**config.mk**
```make
export PLATFORM = sky130hd
export DESIGN_NAME = root_hub_desc_regs
export DESIGN_NICKNAME = d
export VERILOG_FILES = /design/src/root_hub_pkg.sv /design/src/port_power_ctl.sv /design/src/root_hub_desc_regs.sv
export SDC_FILE = /design/constraint.sdc
export NUM_CORES = 1
export LEC_CHECK = 0
export BUFFER_PORTS_ARGS = -buffer_cell sky130_fd_sc_hd__buf_2
export CAP_MARGIN = 0
export CORE_MARGIN = 4
export CORE_UTILIZATION = 35
export DETAILED_ROUTE_END_ITERATION = 6
export MAX_ROUTING_LAYER = met4
export PLACE_DENSITY_LB_ADDON = 0.12
export SYNTH_ARGS = -nofsm -noshare
export SYNTH_HDL_FRONTEND = slang
export SYNTH_SLANG_ARGS = --single-unit
```
**constraint.sdc**
```tcl
create_clock -name CLK_I -period 1.8 [get_ports CLK_I]
set_input_delay 0.09 -clock CLK_I [delete_from_list [all_inputs] [get_ports CLK_I]]
set_output_delay 0.09 -clock CLK_I [all_outputs]
set_load 0.05 [all_outputs]
```
**src/root_hub_pkg.sv**
```systemverilog
// Constants shared by the root hub descriptor register logic.
package root_hub_pkg;
  // Command codes on the host command interface.
  localparam logic [7:0] RD_DESC_FIRST = 8'h12;
  localparam logic [7:0] WR_DESC_FIRST = 8'h92;
  localparam logic [7:0] RD_DESC_SECOND = 8'h13;
  localparam logic [7:0] WR_DESC_SECOND = 8'h93;
  localparam logic [7:0] RD_HUB_STATUS = 8'h14;
  localparam logic [7:0] WR_HUB_STATUS = 8'h94;
  localparam logic [7:0] RD_PORT_STATUS_BASE = 8'h15;
  localparam logic [7:0] WR_PORT_STATUS_BASE = 8'h95;

  // Fixed sizes.
  localparam int NUM_PORTS = 2;
  localparam logic [1:0] PORT_COUNT = 2'h2;

  // First descriptor field positions.
  localparam int PGD_LSB = 24;
  localparam int NO_OC_PROTECT_BIT = 12;
  localparam int OC_MODE_BIT = 11;
  localparam int COMPOUND_BIT = 10;
  localparam int ALWAYS_POWERED_BIT = 9;
  localparam int SWITCH_MODE_BIT = 8;
  localparam int PORT_COUNT_LSB = 0;

  // Second descriptor field positions.
  localparam int POWER_MASK_LSB = 16;
  localparam int DR_LSB = 0;

  // Hub and port status command bits.
  localparam int HUB_CLR_GLOBAL_BIT = 0;
  localparam int HUB_SET_GLOBAL_BIT = 16;
  localparam int PORT_POWER_BIT = 8;
  localparam int PORT_SET_POWER_BIT = 8;
  localparam int PORT_CLR_POWER_BIT = 9;

  // Reset values; the overcurrent mode follows the switching mode.
  localparam logic [7:0] PGD_RESET = 8'h01;
  localparam logic NO_OC_PROTECT_RESET = 1'b0;
  localparam logic ALWAYS_POWERED_RESET = 1'b0;
  localparam logic SWITCH_MODE_RESET = 1'b1;
  localparam logic OC_MODE_RESET = SWITCH_MODE_RESET;
  localparam logic [1:0] POWER_MASK_RESET = 2'h0;
  localparam logic [1:0] DR_RESET = 2'h0;
endpackage

```
**src/port_power_ctl.sv**
```systemverilog
// Power switch state of one downstream root hub port.
`timescale 1ns/1ps
module port_power_ctl (
  // Clock and reset.
  input wire logic clk_i,
  input wire logic reset_i,
  // Configuration.
  input wire logic always_powered_i,
  input wire logic switch_mode_i,
  input wire logic mask_i,
  // Power commands, one-cycle pulses.
  input wire logic global_set_i,
  input wire logic global_clr_i,
  input wire logic port_set_i,
  input wire logic port_clr_i,
  // Port power state.
  output logic power_o
);
  logic use_port_cmd;

  // Individual mode with the mask set routes the port to its own commands only.
  assign use_port_cmd = switch_mode_i && mask_i;

  // Power state; always-powered ports ignore every command.
  always_ff @(posedge clk_i) begin
    if (reset_i) begin
      power_o <= 1'b0;
    end else if (always_powered_i) begin
      power_o <= 1'b1;
    end else if (use_port_cmd) begin
      if (port_set_i) begin
        power_o <= 1'b1;
      end else if (port_clr_i) begin
        power_o <= 1'b0;
      end
    end else begin
      if (global_set_i) begin
        power_o <= 1'b1;
      end else if (global_clr_i) begin
        power_o <= 1'b0;
      end
    end
  end
endmodule

```
**src/root_hub_desc_regs.sv**
```systemverilog
// Root hub descriptor registers with state-gated status writes.
//
// Overview of operation
// - Every register is read and written as one whole 32-bit word.
// - Both descriptor words accept writes in every controller USB state.
// - Hub and port status writes take effect only in the operational state.
// - First descriptor reads with code 12h and writes with code 92h.
// - Bit 12 set means no overcurrent reporting; clear lets bit 11 choose.
// - Bit 11 picks collective (0) or per-port (1) overcurrent reporting.
// - Overcurrent mode resets to the same value as the switching mode.
// - Compound device flag at bit 10 always reads zero; writes ignored.
// - Bit 9 clear means switched ports; set means always powered.
// - Bit 8 picks ganged (0) or individual (1) port power switching.
// - In individual mode masked ports obey per-port commands only; all other ports obey global only.
// - Bits 1 to 0 read the downstream port count, which is 2.
// - Power mask sits in bits 18 to 16; bit n is port n; bit 0 reserved.
`timescale 1ns/1ps
module root_hub_desc_regs (
  // Clock and reset.
  input wire logic CLK_I,
  input wire logic RESET_I,
  // Host command interface.
  input wire logic [7:0] CMD_CODE_I,
  input wire logic CMD_WR_I,
  input wire logic CMD_RD_I,
  input wire logic [31:0] WR_DATA_I,
  output logic [31:0] RD_DATA_O,
  output logic RD_VALID_O,
  // Controller state.
  input wire logic OPERATIONAL_I,
  // Root hub configuration and port power.
  output logic OC_REPORT_EN_O,
  output logic OC_PER_PORT_O,
  output logic [1:0] PORT_POWER_O
);
  // ---------------------------------------------------------------------------
  // Register storage
  // ---------------------------------------------------------------------------
  logic [7:0] power_good_delay;
  logic no_overcurrent_protect;
  logic overcurrent_report_mode;
  logic always_powered_flag;
  logic power_switch_mode;
  logic [1:0] port_power_mask;
  logic [1:0] device_removable;
  logic [31:0] next_rd_data;
  logic [31:0] desc_first_word;
  logic [31:0] desc_second_word;
  logic wr_first;
  logic wr_second;
  logic status_wr_ok;
  logic global_set;
  logic global_clr;
  logic [1:0] port_set;
  logic [1:0] port_clr;
  logic [1:0] port_rd_hit;

  // ---------------------------------------------------------------------------
  // Write decode
  // ---------------------------------------------------------------------------
  // Descriptor writes are never gated on the controller state.
  assign wr_first = CMD_WR_I && (CMD_CODE_I == root_hub_pkg::WR_DESC_FIRST);
  assign wr_second = CMD_WR_I && (CMD_CODE_I == root_hub_pkg::WR_DESC_SECOND);
  // Status writes only count in the operational state.
  assign status_wr_ok = CMD_WR_I && OPERATIONAL_I;
  assign global_set = status_wr_ok && (CMD_CODE_I == root_hub_pkg::WR_HUB_STATUS)
    && WR_DATA_I[root_hub_pkg::HUB_SET_GLOBAL_BIT];
  assign global_clr = status_wr_ok && (CMD_CODE_I == root_hub_pkg::WR_HUB_STATUS)
    && WR_DATA_I[root_hub_pkg::HUB_CLR_GLOBAL_BIT];

  // First descriptor: whole-word write of the writable fields only.
  always_ff @(posedge CLK_I) begin
    if (RESET_I) begin
      power_good_delay <= root_hub_pkg::PGD_RESET;
      no_overcurrent_protect <= root_hub_pkg::NO_OC_PROTECT_RESET;
      overcurrent_report_mode <= root_hub_pkg::OC_MODE_RESET;
      always_powered_flag <= root_hub_pkg::ALWAYS_POWERED_RESET;
      power_switch_mode <= root_hub_pkg::SWITCH_MODE_RESET;
    end else if (wr_first) begin
      power_good_delay <= WR_DATA_I[root_hub_pkg::PGD_LSB +: 8];
      no_overcurrent_protect <= WR_DATA_I[root_hub_pkg::NO_OC_PROTECT_BIT];
      overcurrent_report_mode <= WR_DATA_I[root_hub_pkg::OC_MODE_BIT];
      always_powered_flag <= WR_DATA_I[root_hub_pkg::ALWAYS_POWERED_BIT];
      power_switch_mode <= WR_DATA_I[root_hub_pkg::SWITCH_MODE_BIT];
    end
  end

  // Second descriptor: mask and removable bits for ports 1 and 2.
  always_ff @(posedge CLK_I) begin
    if (RESET_I) begin
      port_power_mask <= root_hub_pkg::POWER_MASK_RESET;
      device_removable <= root_hub_pkg::DR_RESET;
    end else if (wr_second) begin
      port_power_mask <= WR_DATA_I[root_hub_pkg::POWER_MASK_LSB + 1 +: 2];
      device_removable <= WR_DATA_I[root_hub_pkg::DR_LSB + 1 +: 2];
    end
  end

  // ---------------------------------------------------------------------------
  // Port power
  // ---------------------------------------------------------------------------
  // One power controller per port; port n uses the n-th status code.
  generate
    for (genvar p = 0; p < root_hub_pkg::NUM_PORTS; p++) begin : g_port
      assign port_set[p] = status_wr_ok
        && (CMD_CODE_I == root_hub_pkg::WR_PORT_STATUS_BASE + 8'(p))
        && WR_DATA_I[root_hub_pkg::PORT_SET_POWER_BIT];
      assign port_clr[p] = status_wr_ok
        && (CMD_CODE_I == root_hub_pkg::WR_PORT_STATUS_BASE + 8'(p))
        && WR_DATA_I[root_hub_pkg::PORT_CLR_POWER_BIT];
      assign port_rd_hit[p] = (CMD_CODE_I == root_hub_pkg::RD_PORT_STATUS_BASE + 8'(p));
      port_power_ctl u_power (
        .clk_i(CLK_I),
        .reset_i(RESET_I),
        .always_powered_i(always_powered_flag),
        .switch_mode_i(power_switch_mode),
        .mask_i(port_power_mask[p]),
        .global_set_i(global_set),
        .global_clr_i(global_clr),
        .port_set_i(port_set[p]),
        .port_clr_i(port_clr[p]),
        .power_o(PORT_POWER_O[p])
      );
    end
  endgenerate

  // Overcurrent reporting mode seen by the port logic.
  assign OC_REPORT_EN_O = !no_overcurrent_protect;
  assign OC_PER_PORT_O = !no_overcurrent_protect && overcurrent_report_mode;

  // ---------------------------------------------------------------------------
  // Read path
  // ---------------------------------------------------------------------------
  // Whole-word images; reserved and compound device bits are zero.
  always_comb begin
    desc_first_word = 32'h0;
    desc_first_word[root_hub_pkg::PGD_LSB +: 8] = power_good_delay;
    desc_first_word[root_hub_pkg::NO_OC_PROTECT_BIT] = no_overcurrent_protect;
    desc_first_word[root_hub_pkg::OC_MODE_BIT] = overcurrent_report_mode;
    desc_first_word[root_hub_pkg::COMPOUND_BIT] = 1'b0;
    desc_first_word[root_hub_pkg::ALWAYS_POWERED_BIT] = always_powered_flag;
    desc_first_word[root_hub_pkg::SWITCH_MODE_BIT] = power_switch_mode;
    desc_first_word[root_hub_pkg::PORT_COUNT_LSB +: 2] = root_hub_pkg::PORT_COUNT;
    desc_second_word = 32'h0;
    desc_second_word[root_hub_pkg::POWER_MASK_LSB + 1 +: 2] = port_power_mask;
    desc_second_word[root_hub_pkg::DR_LSB + 1 +: 2] = device_removable;
  end

  // Read multiplexer; unknown codes read as zero.
  always_comb begin
    next_rd_data = 32'h0;
    if (CMD_CODE_I == root_hub_pkg::RD_DESC_FIRST) begin
      next_rd_data = desc_first_word;
    end else if (CMD_CODE_I == root_hub_pkg::RD_DESC_SECOND) begin
      next_rd_data = desc_second_word;
    end else if (port_rd_hit[0]) begin
      next_rd_data[root_hub_pkg::PORT_POWER_BIT] = PORT_POWER_O[0];
    end else if (port_rd_hit[1]) begin
      next_rd_data[root_hub_pkg::PORT_POWER_BIT] = PORT_POWER_O[1];
    end
  end

  // Read data is registered one cycle after the read strobe.
  always_ff @(posedge CLK_I) begin
    if (RESET_I) begin
      RD_DATA_O <= 32'h0;
      RD_VALID_O <= 1'b0;
    end else begin
      RD_VALID_O <= CMD_RD_I;
      if (CMD_RD_I) begin
        RD_DATA_O <= next_rd_data;
      end
    end
  end
endmodule

```
==> impl_metrics.env, run 1 <==
export IMPL_status="finished, violations left"
export IMPL_violations="design-rule violations"
export IMPL_pre_cts_ws_ns=0.165
export IMPL_ys_seq_area_share_pct=42.5
export IMPL_drive_gt1_share_pct=28.9
export IMPL_cp_end_kind="flop"
export IMPL_p_total_w=0.00150
export IMPL_die_y_microns=76.6
export IMPL_drc=2
export IMPL_diodes=0
export IMPL_p_leak_nw=0.837
export IMPL_avgViaCountPerCell=4.73
export IMPL_synth_seq_cells=35
export IMPL_ant_nets=0
export IMPL_synth_top_area_share_pct=42.5
export IMPL_cts_hold_buffers=0
export IMPL_grtUsageMet1_pct=16.4
export IMPL_synth_flop_cell="dfxtp_1"
export IMPL_path_class="in -> reg"
export IMPL_syn_to_final_growth_pct=20.9
export IMPL_period_share_pct=74.7
export IMPL_rows=24
export IMPL_postCtsResizedCells=0
export IMPL_synth_top_area_cell="dfxtp_1"
export IMPL_grt_pass1_vias=1324
export IMPL_numClockSinks=35
export IMPL_final_setup_tns_ns=0
export IMPL_nFillCells=452
export IMPL_htreeDepth=2
export IMPL_die_area_sq_um=5870
export IMPL_grt_total_usage_pct=13.5
export IMPL_die_x_microns=76.6
export IMPL_syn_instance_count=190
export IMPL_grt_pass1_wl_mm=6.31
export IMPL_use_met2_pct=22.5
export IMPL_fin_ws_ns=0.455
export IMPL_clock_fmax_ghz=0.743
export IMPL_start_kind="input port"
export IMPL_post_cts_buffers=0
export IMPL_grt_setup_unrepaired="no"
export IMPL_final_common_cell="buf_2"
export IMPL_worst_ep_required_time_ns=1.97
export IMPL_power_density_nw_per_um2=755
export IMPL_slew_headroom_pct=57.1
export IMPL_setup_violations=0
export IMPL_vias=1392
export IMPL_final_util_pct=44.8
export IMPL_yosysWarnings=0
export IMPL_cts_tree="done"
export IMPL_yosysUniqueCellTypes=39
export IMPL_synth_area_top_cells="dfxtp_1 (43%), mux2i_1 (8.5%), buf_4 (8.2%), nand2_1 (7.1%), a21oi_1 (5.2%)"
export IMPL_io_pins=82
export IMPL_synth_edff_count=0
export IMPL_slew_viol_final=0
export IMPL_drt_first_pass_iters=7
export IMPL_grt_start_max_net_pins=36
export IMPL_finalHoldViolations=0
export IMPL_io_buffer_count=51
export IMPL_grt_overflow=0
export IMPL_drt_first_iter_violations=82
export IMPL_cts_buffers_inserted=5
export IMPL_layout_common_cells="buf_2 (51), dfxtp_1 (35), nand2_1 (31)"
export IMPL_antenna_found_initial=0
export IMPL_cp_max_fo=4
export IMPL_max_clock_path_buffers=2
export IMPL_place_congestion=0.721
export IMPL_initial_core_util_pct=37.1
export IMPL_tightest_slew_ns=0.644
export IMPL_synth_area_sq_um=1650
export IMPL_hold_path_class="in -> reg"
export IMPL_core_area_sq_um=4440
export IMPL_drt_wirelength_per_cell_microns=12.9
export IMPL_layout_nets=287
export IMPL_busiest_layer="met2"
export IMPL_cp_arrival_ns=1.51
export IMPL_cap_violations=0
export IMPL_skew_ns=0.00266
export IMPL_clock_latency_ns=0.27
export IMPL_wl_mm=3.79
export IMPL_avgSynthCellArea_sq_um=8.67
export IMPL_clkTransAtPathRegs_ns=0.07
export IMPL_ys_async_sr_fraction_pct=0
export IMPL_met3_usage_pct=3.55
export IMPL_dp_hpwl_mm=2.84
export IMPL_clockRootBuffer="clkbuf_8"
export IMPL_irDropWorstVdd_mv=0.417
export IMPL_fin_crit_ns=1.35
[layer usage]
layer	vias up	part of all wire (%)
met5	-	0
met4	0	0.37
met3	2	4.8
met2	38	50
met1	635	45
li1	717	-
[final timing paths]
check / slack [ns] / endpoint / startpoint / depth (start not counted)
worst max-delay path: 0.45 / g_port[0].u_power.power_o / CMD_CODE_I[5] / 5
worst min register to register: 0.46 / RD_DATA_O[29] / RD_DATA_O[29] / 2
worst max register to register: 0.56 / g_port[1].u_power.power_o / always_powered_flag / 4
worst min-delay path: 0.02 / overcurrent_report_mode / WR_DATA_I[11] / 2
[state kept, by name (all words and copies together) (netlist names)]
name and count:
always_powered_flag 1, RD_DATA_O 16, power_good_delay 8, power_switch_mode 1, g_port.u_power.power_o 2, port_power_mask 2
no_overcurrent_protect 1, overcurrent_report_mode 1, RD_VALID_O 1, device_removable 2
[cell usage after synthesis, types with 2 or more instances]
library cell / count
nand2_1: 31
a21oi_1: 17
nand3_1: 5
nor2_1: 20
buf_4: 18
clkbuf_1: 7
nor3_1: 3
mux2i_1: 14
inv_1: 3
nand3b_1: 2
a211o_1: 3
nor2b_1: 5
nand2b_1: 2
dfxtp_1: 35
[final cells by class]
class	count	area, sq um	share of cell area [%]
clock buffer	6	82.6	4.15
clock inverter	1	5.00	0.251
inverter	3	11.3	0.565
multi-input combinational	140	815	40.9
sequential	35	701	35.2
tap	52	65.1	3.27
timing repair buffer	57	313	15.7
[critical path: stages]
cell and delay [ns]:
buf_2 0.10, or4b_1 0.59, nor2_1 0.18, mux2_2 0.35
o211a_1 0.20
[cells by family after synthesis]
family          after synthesis  share of synthesized area [%]
mux                          15                           9.19
flops                        35                           42.5
buf+inv                      30                           11.5
simple gates                 80                           25.3
compound gates               29                           11.3
other cells                   1                          0.228
[report_power, final]
group	switching, W	total (W)	internal, W
combinational	0.000133	0.000173	0.0000399
sequential	0.000000744	0.000777	0.000776
clock	0.000254	0.000554	0.000300
[through the flow]
| stage | area, sq um | std cells | hold WS, ns |
|---|---|---|---|
| after floorplan | 1700 | 205 | 0.208 |
| after global placement | 1900 | 287 | 0.303 |
| after detailed placement | 1900 | 287 | 0.306 |
| after CTS | 1990 | 294 | 0.00935 |
| after global routing | 1990 | 294 | 0.0157 |
| final | 1990 | 294 | 0.0192 |
Power figures use the tool's default switching activity.
==> run 2, diff against run 1 <==
ABC_AREA = 1   (was not set)
clock period = 1.4 ns   (was 1.8 ns; I/O delays follow)
==> run 2 against run 1 <==
Against the previous run:
- the flow now finishes without violations
- cell count grew 21%
- via count up 13%
- total power up 54%
- first-iteration DRC count shrank 9.8%
- clock power is 69% higher
- sequential power grew 31%
- flip-flop and latch count did not move
- hold slack worse by 0.0090 ns
- worst setup slack got worse by 0.14 ns
- critical path type is now reg -> out
- largest power group unchanged
==> impl_metrics.env, run 2 <==
export IMPL_status="completed"
export IMPL_slew_headroom_pct=52.3
export IMPL_finalHoldViolations=0
export IMPL_yosysWarnings=0
export IMPL_io_buffer_count=51
export IMPL_grt_start_max_net_pins=28
export IMPL_hold_slack_ns=0.0102
export IMPL_rows=25
export IMPL_syn_instance_count=229
export IMPL_synthMuxAreaShare_pct=0
export IMPL_setup_violations=0
export IMPL_clock_latency_ns=0.28
export IMPL_synth_xor_area_share_pct=0
export IMPL_top_register="RD_DATA_O"
export IMPL_multi_input_area_sq_um=828
export IMPL_layout_common_cells="buf_2 (51), dfxtp_1 (35), nand2_1 (28), o21ai_0 (28), inv_1 (27)"
export IMPL_ys_async_sr_fraction_pct=0
export IMPL_tightest_slew_ns=0.714
export IMPL_grt_pass1_wl_mm=6.60
export IMPL_dpl_cell_count=347
export IMPL_avgViaCountPerCell=4.42
export IMPL_final_setup_tns_ns=0
export IMPL_synth_edff_count=0
export IMPL_diodes=0
export IMPL_ant_nets=0
export IMPL_biggestRegsByFlops="RD_DATA_O: 16 flops, power_good_delay: 8 flops"
export IMPL_cts_tree="done"
export IMPL_regArea_sq_um=701
export IMPL_r2r_slack_ns=0.44
export IMPL_yosysUniqueCellTypes=29
export IMPL_htreeDepth=2
export IMPL_cp_end_kind="output port"
export IMPL_min_path_cells=3
export IMPL_drt_wirelength_per_cell_microns=11.5
export IMPL_cap_violations=0
export IMPL_io_pins=82
export IMPL_grt_total_usage_pct=13.9
export IMPL_clockRootBuffer="clkbuf_8"
export IMPL_synth_seq_cells=35
export IMPL_cp_max_fo=3
export IMPL_irDropWorstVdd_mv=0.643
export IMPL_p_leak_nw=1.04
export IMPL_synth_area_top_cells="dfxtp_1 (40%), o21ai_0 (7.9%), buf_4 (7.7%), nand2_1 (6.0%), inv_1 (5.7%)"
export IMPL_yosys_area_share_adder_pct=0
export IMPL_die_y_microns=79.0
export IMPL_initial_core_util_pct=36.6
export IMPL_syn_to_final_growth_pct=23.9
export IMPL_nFillCells=529
export IMPL_start_kind="flop"
export IMPL_hp_start="WR_DATA_I[11]"
export IMPL_cp_arrival_ns=1.02
export IMPL_slew_viol_final=0
export IMPL_power_density_nw_per_um2=1060
export IMPL_synth_compound_area_share_pct=21.5
export IMPL_layout_nets=333
export IMPL_wl_mm=4.09
export IMPL_grt_pass1_vias=1410
export IMPL_post_cts_buffers=0
export IMPL_drt_first_pass_iters=4
export IMPL_ys_seq_area_share_pct=39.7
export IMPL_skew_ns=0.00827
export IMPL_drc=0
export IMPL_yosys_cell_count_top_type="dfxtp_1"
export IMPL_grt_overflow=0
export IMPL_reg2reg_depth=6
export IMPL_synth_area_sq_um=1760
export IMPL_period_share_pct=77.7
export IMPL_r2r_start="power_switch_mode"
export IMPL_largest_register_ffs=16
export IMPL_drt_first_iter_violations=74
export IMPL_synth_top_family_by_area="simple AND/OR/NAND/NOR gates"
export IMPL_final_common_cell="buf_2"
export IMPL_vias=1573
export IMPL_stdcell_count=356
export IMPL_die_area_sq_um=6240
export IMPL_dp_hpwl_mm=3.15
export IMPL_synth_top_area_cell="dfxtp_1"
export IMPL_clkTransAtPathRegs_ns=0.07
export IMPL_clock_fmax_ghz=0.920
export IMPL_max_clock_path_buffers=2
export IMPL_drive_gt1_share_pct=31.5
export IMPL_worst_ep_required_time_ns=1.33
export IMPL_avgSynthCellArea_sq_um=7.70
export IMPL_fin_crit_ns=1.09
export IMPL_hold_end="overcurrent_report_mode"
export IMPL_die_x_microns=79.0
export IMPL_cts_buffers_inserted=5
export IMPL_r2r_end="g_port[0].u_power.power_o"
export IMPL_numClockSinks=35
export IMPL_hold_path_class="in -> reg"
export IMPL_antenna_found_initial=0
export IMPL_core_area_sq_um=4820
export IMPL_netlist_top_cells_count="dfxtp_1 (35), nand2_1 (28), o21ai_0 (28)"
export IMPL_grt_setup_unrepaired="no"
export IMPL_place_congestion=0.835
export IMPL_synth_top_area_share_pct=39.7
export IMPL_synth_flop_cell="dfxtp_1"
export IMPL_synth_simple_area_share_pct=21.9
export IMPL_path_class="reg -> out"
## run 2: worst max path at each step
stage                       startpoint            end  slack [ns]  cells after the start
2_1_floorplan  overcurrent_report_mode  OC_PER_PORT_O        0.34                      2
3_3_place_gp             CMD_CODE_I[4]   RD_DATA_O[1]       -0.24                      7
3_5_place_dp             CMD_CODE_I[4]   RD_DATA_O[1]       -0.29                      7
4_1_cts                  CMD_CODE_I[4]   RD_DATA_O[1]       0.007                      7
5_1_grt        overcurrent_report_mode  OC_PER_PORT_O        0.20                      3
6_report       overcurrent_report_mode  OC_PER_PORT_O        0.31                      3
## run 2: kinds of logic after synthesis
group / Yosys count
compound gates: 60
buf+inv: 54
flops: 35
other cells: 1
simple gates: 79
## run 2: layout make-up
type                            count  area share, %
Multi-Input combinational cell    155           37.9
Sequential cell                    35           32.1
Timing Repair Buffer               63           15.9
Inverter                           28           4.92
Tap cell                           67           3.84
Clock buffer                        6           3.78
Clock inverter                      2           1.60
## run 2: layer usage
metal  global-route usage, %  vias to the layer above  share of wire, %
li1                        -                      834                 -
met1                    17.8                      692                47
met2                    21.5                       43                46
met3                    3.85                        4               6.3
met4                    4.12                        0              0.73
met5                       -                        -                 0
## run 2: through the flow
| stage | area (sq um) | setup slack (ns) | total power [W] | util (%) |
|---|---|---|---|---|
| 2_1_floorplan | 1820 | 0.342 | 0.00133 | - |
| 3_3_place_gp | 2060 | -0.243 | 0.00139 | 42.7 |
| 3_5_place_dp | 2060 | -0.295 | 0.00140 | 42.7 |
| 4_1_cts | 2180 | 0.00653 | 0.00234 | 45.3 |
| 5_1_grt | 2190 | 0.202 | 0.00242 | 45.4 |
| 6_report | 2190 | 0.313 | 0.00231 | 45.4 |
## run 2: what timing repair did
action,in CTS,in global routing
endpoints found under the setup margin,0,4
gates resized for setup,0,1
hold buffers,1,0
endpoints found under the hold margin,1,0
## run 2: worst max-delay path, stage by stage (launching register included)
cell and delay, ns:
dfxtp_1 0.31, inv_1 0.06, nor2_1 0.09, buf_2 0.27
## run 2: where the power goes
group / leakage, nW / switching [W] / internal, W
combinational: 0.691 / 0.000265 / 0.0000910
sequential: 0.284 / 0.00000720 / 0.00101
clock: 0.0612 / 0.000359 / 0.000576
total: 1.04 / 0.000631 / 0.00168
==> run 3, diff against run 2 <==
ABC_AREA = 0   (was 1)
clock period = 0.95 ns   (was 1.4 ns; I/O delays follow)
==> run 3 against run 2 <==
Against the previous run:
- combinational power rose by 25%
- the flow now finishes with violations (negative setup slack)
- critical path type is now in -> reg
- largest cell class unchanged
- routed wire length is 12% higher
- sequential share of layout area down 5.4 points
- largest power group unchanged
==> impl_metrics.env, run 3 (same netlist as run 1, synthesis figures left out) <==
export IMPL_status="finished, violations left"
export IMPL_violations="negative setup slack"
export IMPL_final_common_cell="buf_2"
export IMPL_dp_hpwl_mm=3.08
export IMPL_cts_tree="done"
export IMPL_drt_first_pass_iters=4
export IMPL_final_setup_tns_ns=-6.08
export IMPL_syn_to_final_growth_pct=63.1
export IMPL_cp_end_kind="flop"
export IMPL_wl_met2_mm=2.02
export IMPL_htreeDepth=2
export IMPL_p_leak_nw=1.19
export IMPL_cap_violations=0
export IMPL_cp_max_fo=15
export IMPL_layout_common_cells="buf_2 (30), dfxtp_1 (28), buf_4 (28)"
export IMPL_numClockSinks=35
export IMPL_fin_ws_ns=-0.228
export IMPL_io_buffer_count=51
export IMPL_die_area_sq_um=5870
export IMPL_initial_core_util_pct=37.1
export IMPL_top_register="RD_DATA_O"
export IMPL_multi_input_area_sq_um=1040
export IMPL_biggestRegsByFlops="RD_DATA_O: 16 flops, power_good_delay: 8 flops"
export IMPL_clkTransAtPathRegs_ns=0.07
export IMPL_finalHoldViolations=0
export IMPL_drt_first_iter_violations=72
export IMPL_place_congestion=0.835
export IMPL_grt_pass1_vias=1432
export IMPL_start_kind="input port"
export IMPL_drt_wirelength_per_cell_microns=13.8
export IMPL_setup_violations=35
export IMPL_grt_total_usage_pct=15.0
export IMPL_slew_viol_final=0
export IMPL_top_layer_used="met4"
export IMPL_grt_setup_unrepaired="yes"
export IMPL_cts_buffers_inserted=5
export IMPL_vias=1585
export IMPL_rows=24
export IMPL_largest_register_ffs=16
export IMPL_cp_arrival_ns=1.36
export IMPL_io_pins=82
export IMPL_drc=0
export IMPL_m1WireLength_mm=2.10
export IMPL_power_density_nw_per_um2=1100
export IMPL_period_share_pct=124
export IMPL_grt_pass1_wl_mm=6.97
export IMPL_fin_crit_ns=1.18
export IMPL_die_y_microns=76.6
export IMPL_skew_ns=0.00289
export IMPL_pre_cts_ws_ns=-0.571
export IMPL_drive_gt1_share_pct=52.7
export IMPL_diodes=0
export IMPL_die_x_microns=76.6
export IMPL_irDropWorstVdd_mv=0.865
export IMPL_clock_fmax_ghz=0.849
export IMPL_ant_nets=0
export IMPL_avgViaCountPerCell=4.79
export IMPL_nFillCells=392
export IMPL_antenna_found_initial=0
export IMPL_p_total_w=0.00296
export IMPL_grt_start_max_net_pins=24
export IMPL_core_area_sq_um=4440
export IMPL_grt_overflow=0
export IMPL_regArea_sq_um=717
export IMPL_place_area_sq_um=2130
export IMPL_clockRootBuffer="clkbuf_8"
export IMPL_path_class="in -> reg"
export IMPL_worst_ep_required_time_ns=1.13
export IMPL_max_clock_path_buffers=2
export IMPL_clock_latency_ns=0.29
export IMPL_wl_mm=4.57
export IMPL_layout_nets=323
export IMPL_routed_wl_met3_microns=349
export IMPL_hold_slack_ns=0.0107
export IMPL_hold_path_class="in -> reg"
export IMPL_final_cell_area_sq_um=2690
==> run 3: changes by cell type in the layout (fill, tap and decap cells not counted), moves of 8 or more <==
cell / delta
mux2i_1: +14
buf_6: +14
nand3_1: -8
o21ai_0: -28
inv_1: -25
a21oi_2: +13
a21oi_1: -14
nand2_1: -8
buf_4: +17
clkbuf_4: +8
buf_2: -21
==> run 3: through the flow <==
stage,cells,util [%]
3_3_place_gp,311,48.0
3_5_place_dp,311,48.0
5_1_grt,331,60.5
6_report,331,60.5
4_1_cts,326,54.1
2_1_floorplan,205,-
==> run 3: area by class of cell <==
type	count	share of cell area, %
Clock buffer	7	2.84
Clock inverter	1	0.186
Inverter	3	0.419
Multi-Input combinational cell	140	38.9
Sequential cell	35	26.7
Tap cell	52	2.42
Timing Repair Buffer	93	28.6
==> run 3: worst max-delay path, stage by stage <==
cell	delay, ns
buf_6	0.09
or4b_4	0.57
nor3_4	0.18
buf_12	0.19
nor2b_1	0.06
a211o_1	0.22
==> run 3: final timing paths <==
check | startpoint | end | cells after the start | slack (ns)
worst max-delay path | CMD_CODE_I[0] | power_switch_mode | 6 | -0.23
worst min-delay path | WR_DATA_I[30] | power_good_delay[6] | 3 | 0.01
worst max register to register | power_switch_mode | g_port[0].u_power.power_o | 4 | -0.16
worst min register to register | RD_DATA_O[29] | RD_DATA_O[29] | 2 | 0.46
==> run 3: metal layers <==
layer	up-vias	global-route usage, %
met5	-	-
met4	0	4.89
met3	10	5.08
met2	66	21.8
met1	712	19.6
li1	797	-
==> run 3: power breakdown <==
| part | total (W) | internal, W | switching [W] |
|---|---|---|---|
| combinational | 0.000444 | 0.000154 | 0.000290 |
| clock | 0.00106 | 0.000515 | 0.000541 |
| sequential | 0.00146 | 0.00146 | 0.00000167 |
| total | 0.00296 | 0.00213 | 0.000833 |
==> run 3: repair_timing <==
item,in CTS,in global routing
pin swaps,7,21
hold buffers,5,1
resized for setup,34,68
endpoints found under the hold margin,5,1
buffers inserted,2,3
endpoints found under the setup margin,41,50
gates cloned,0,1
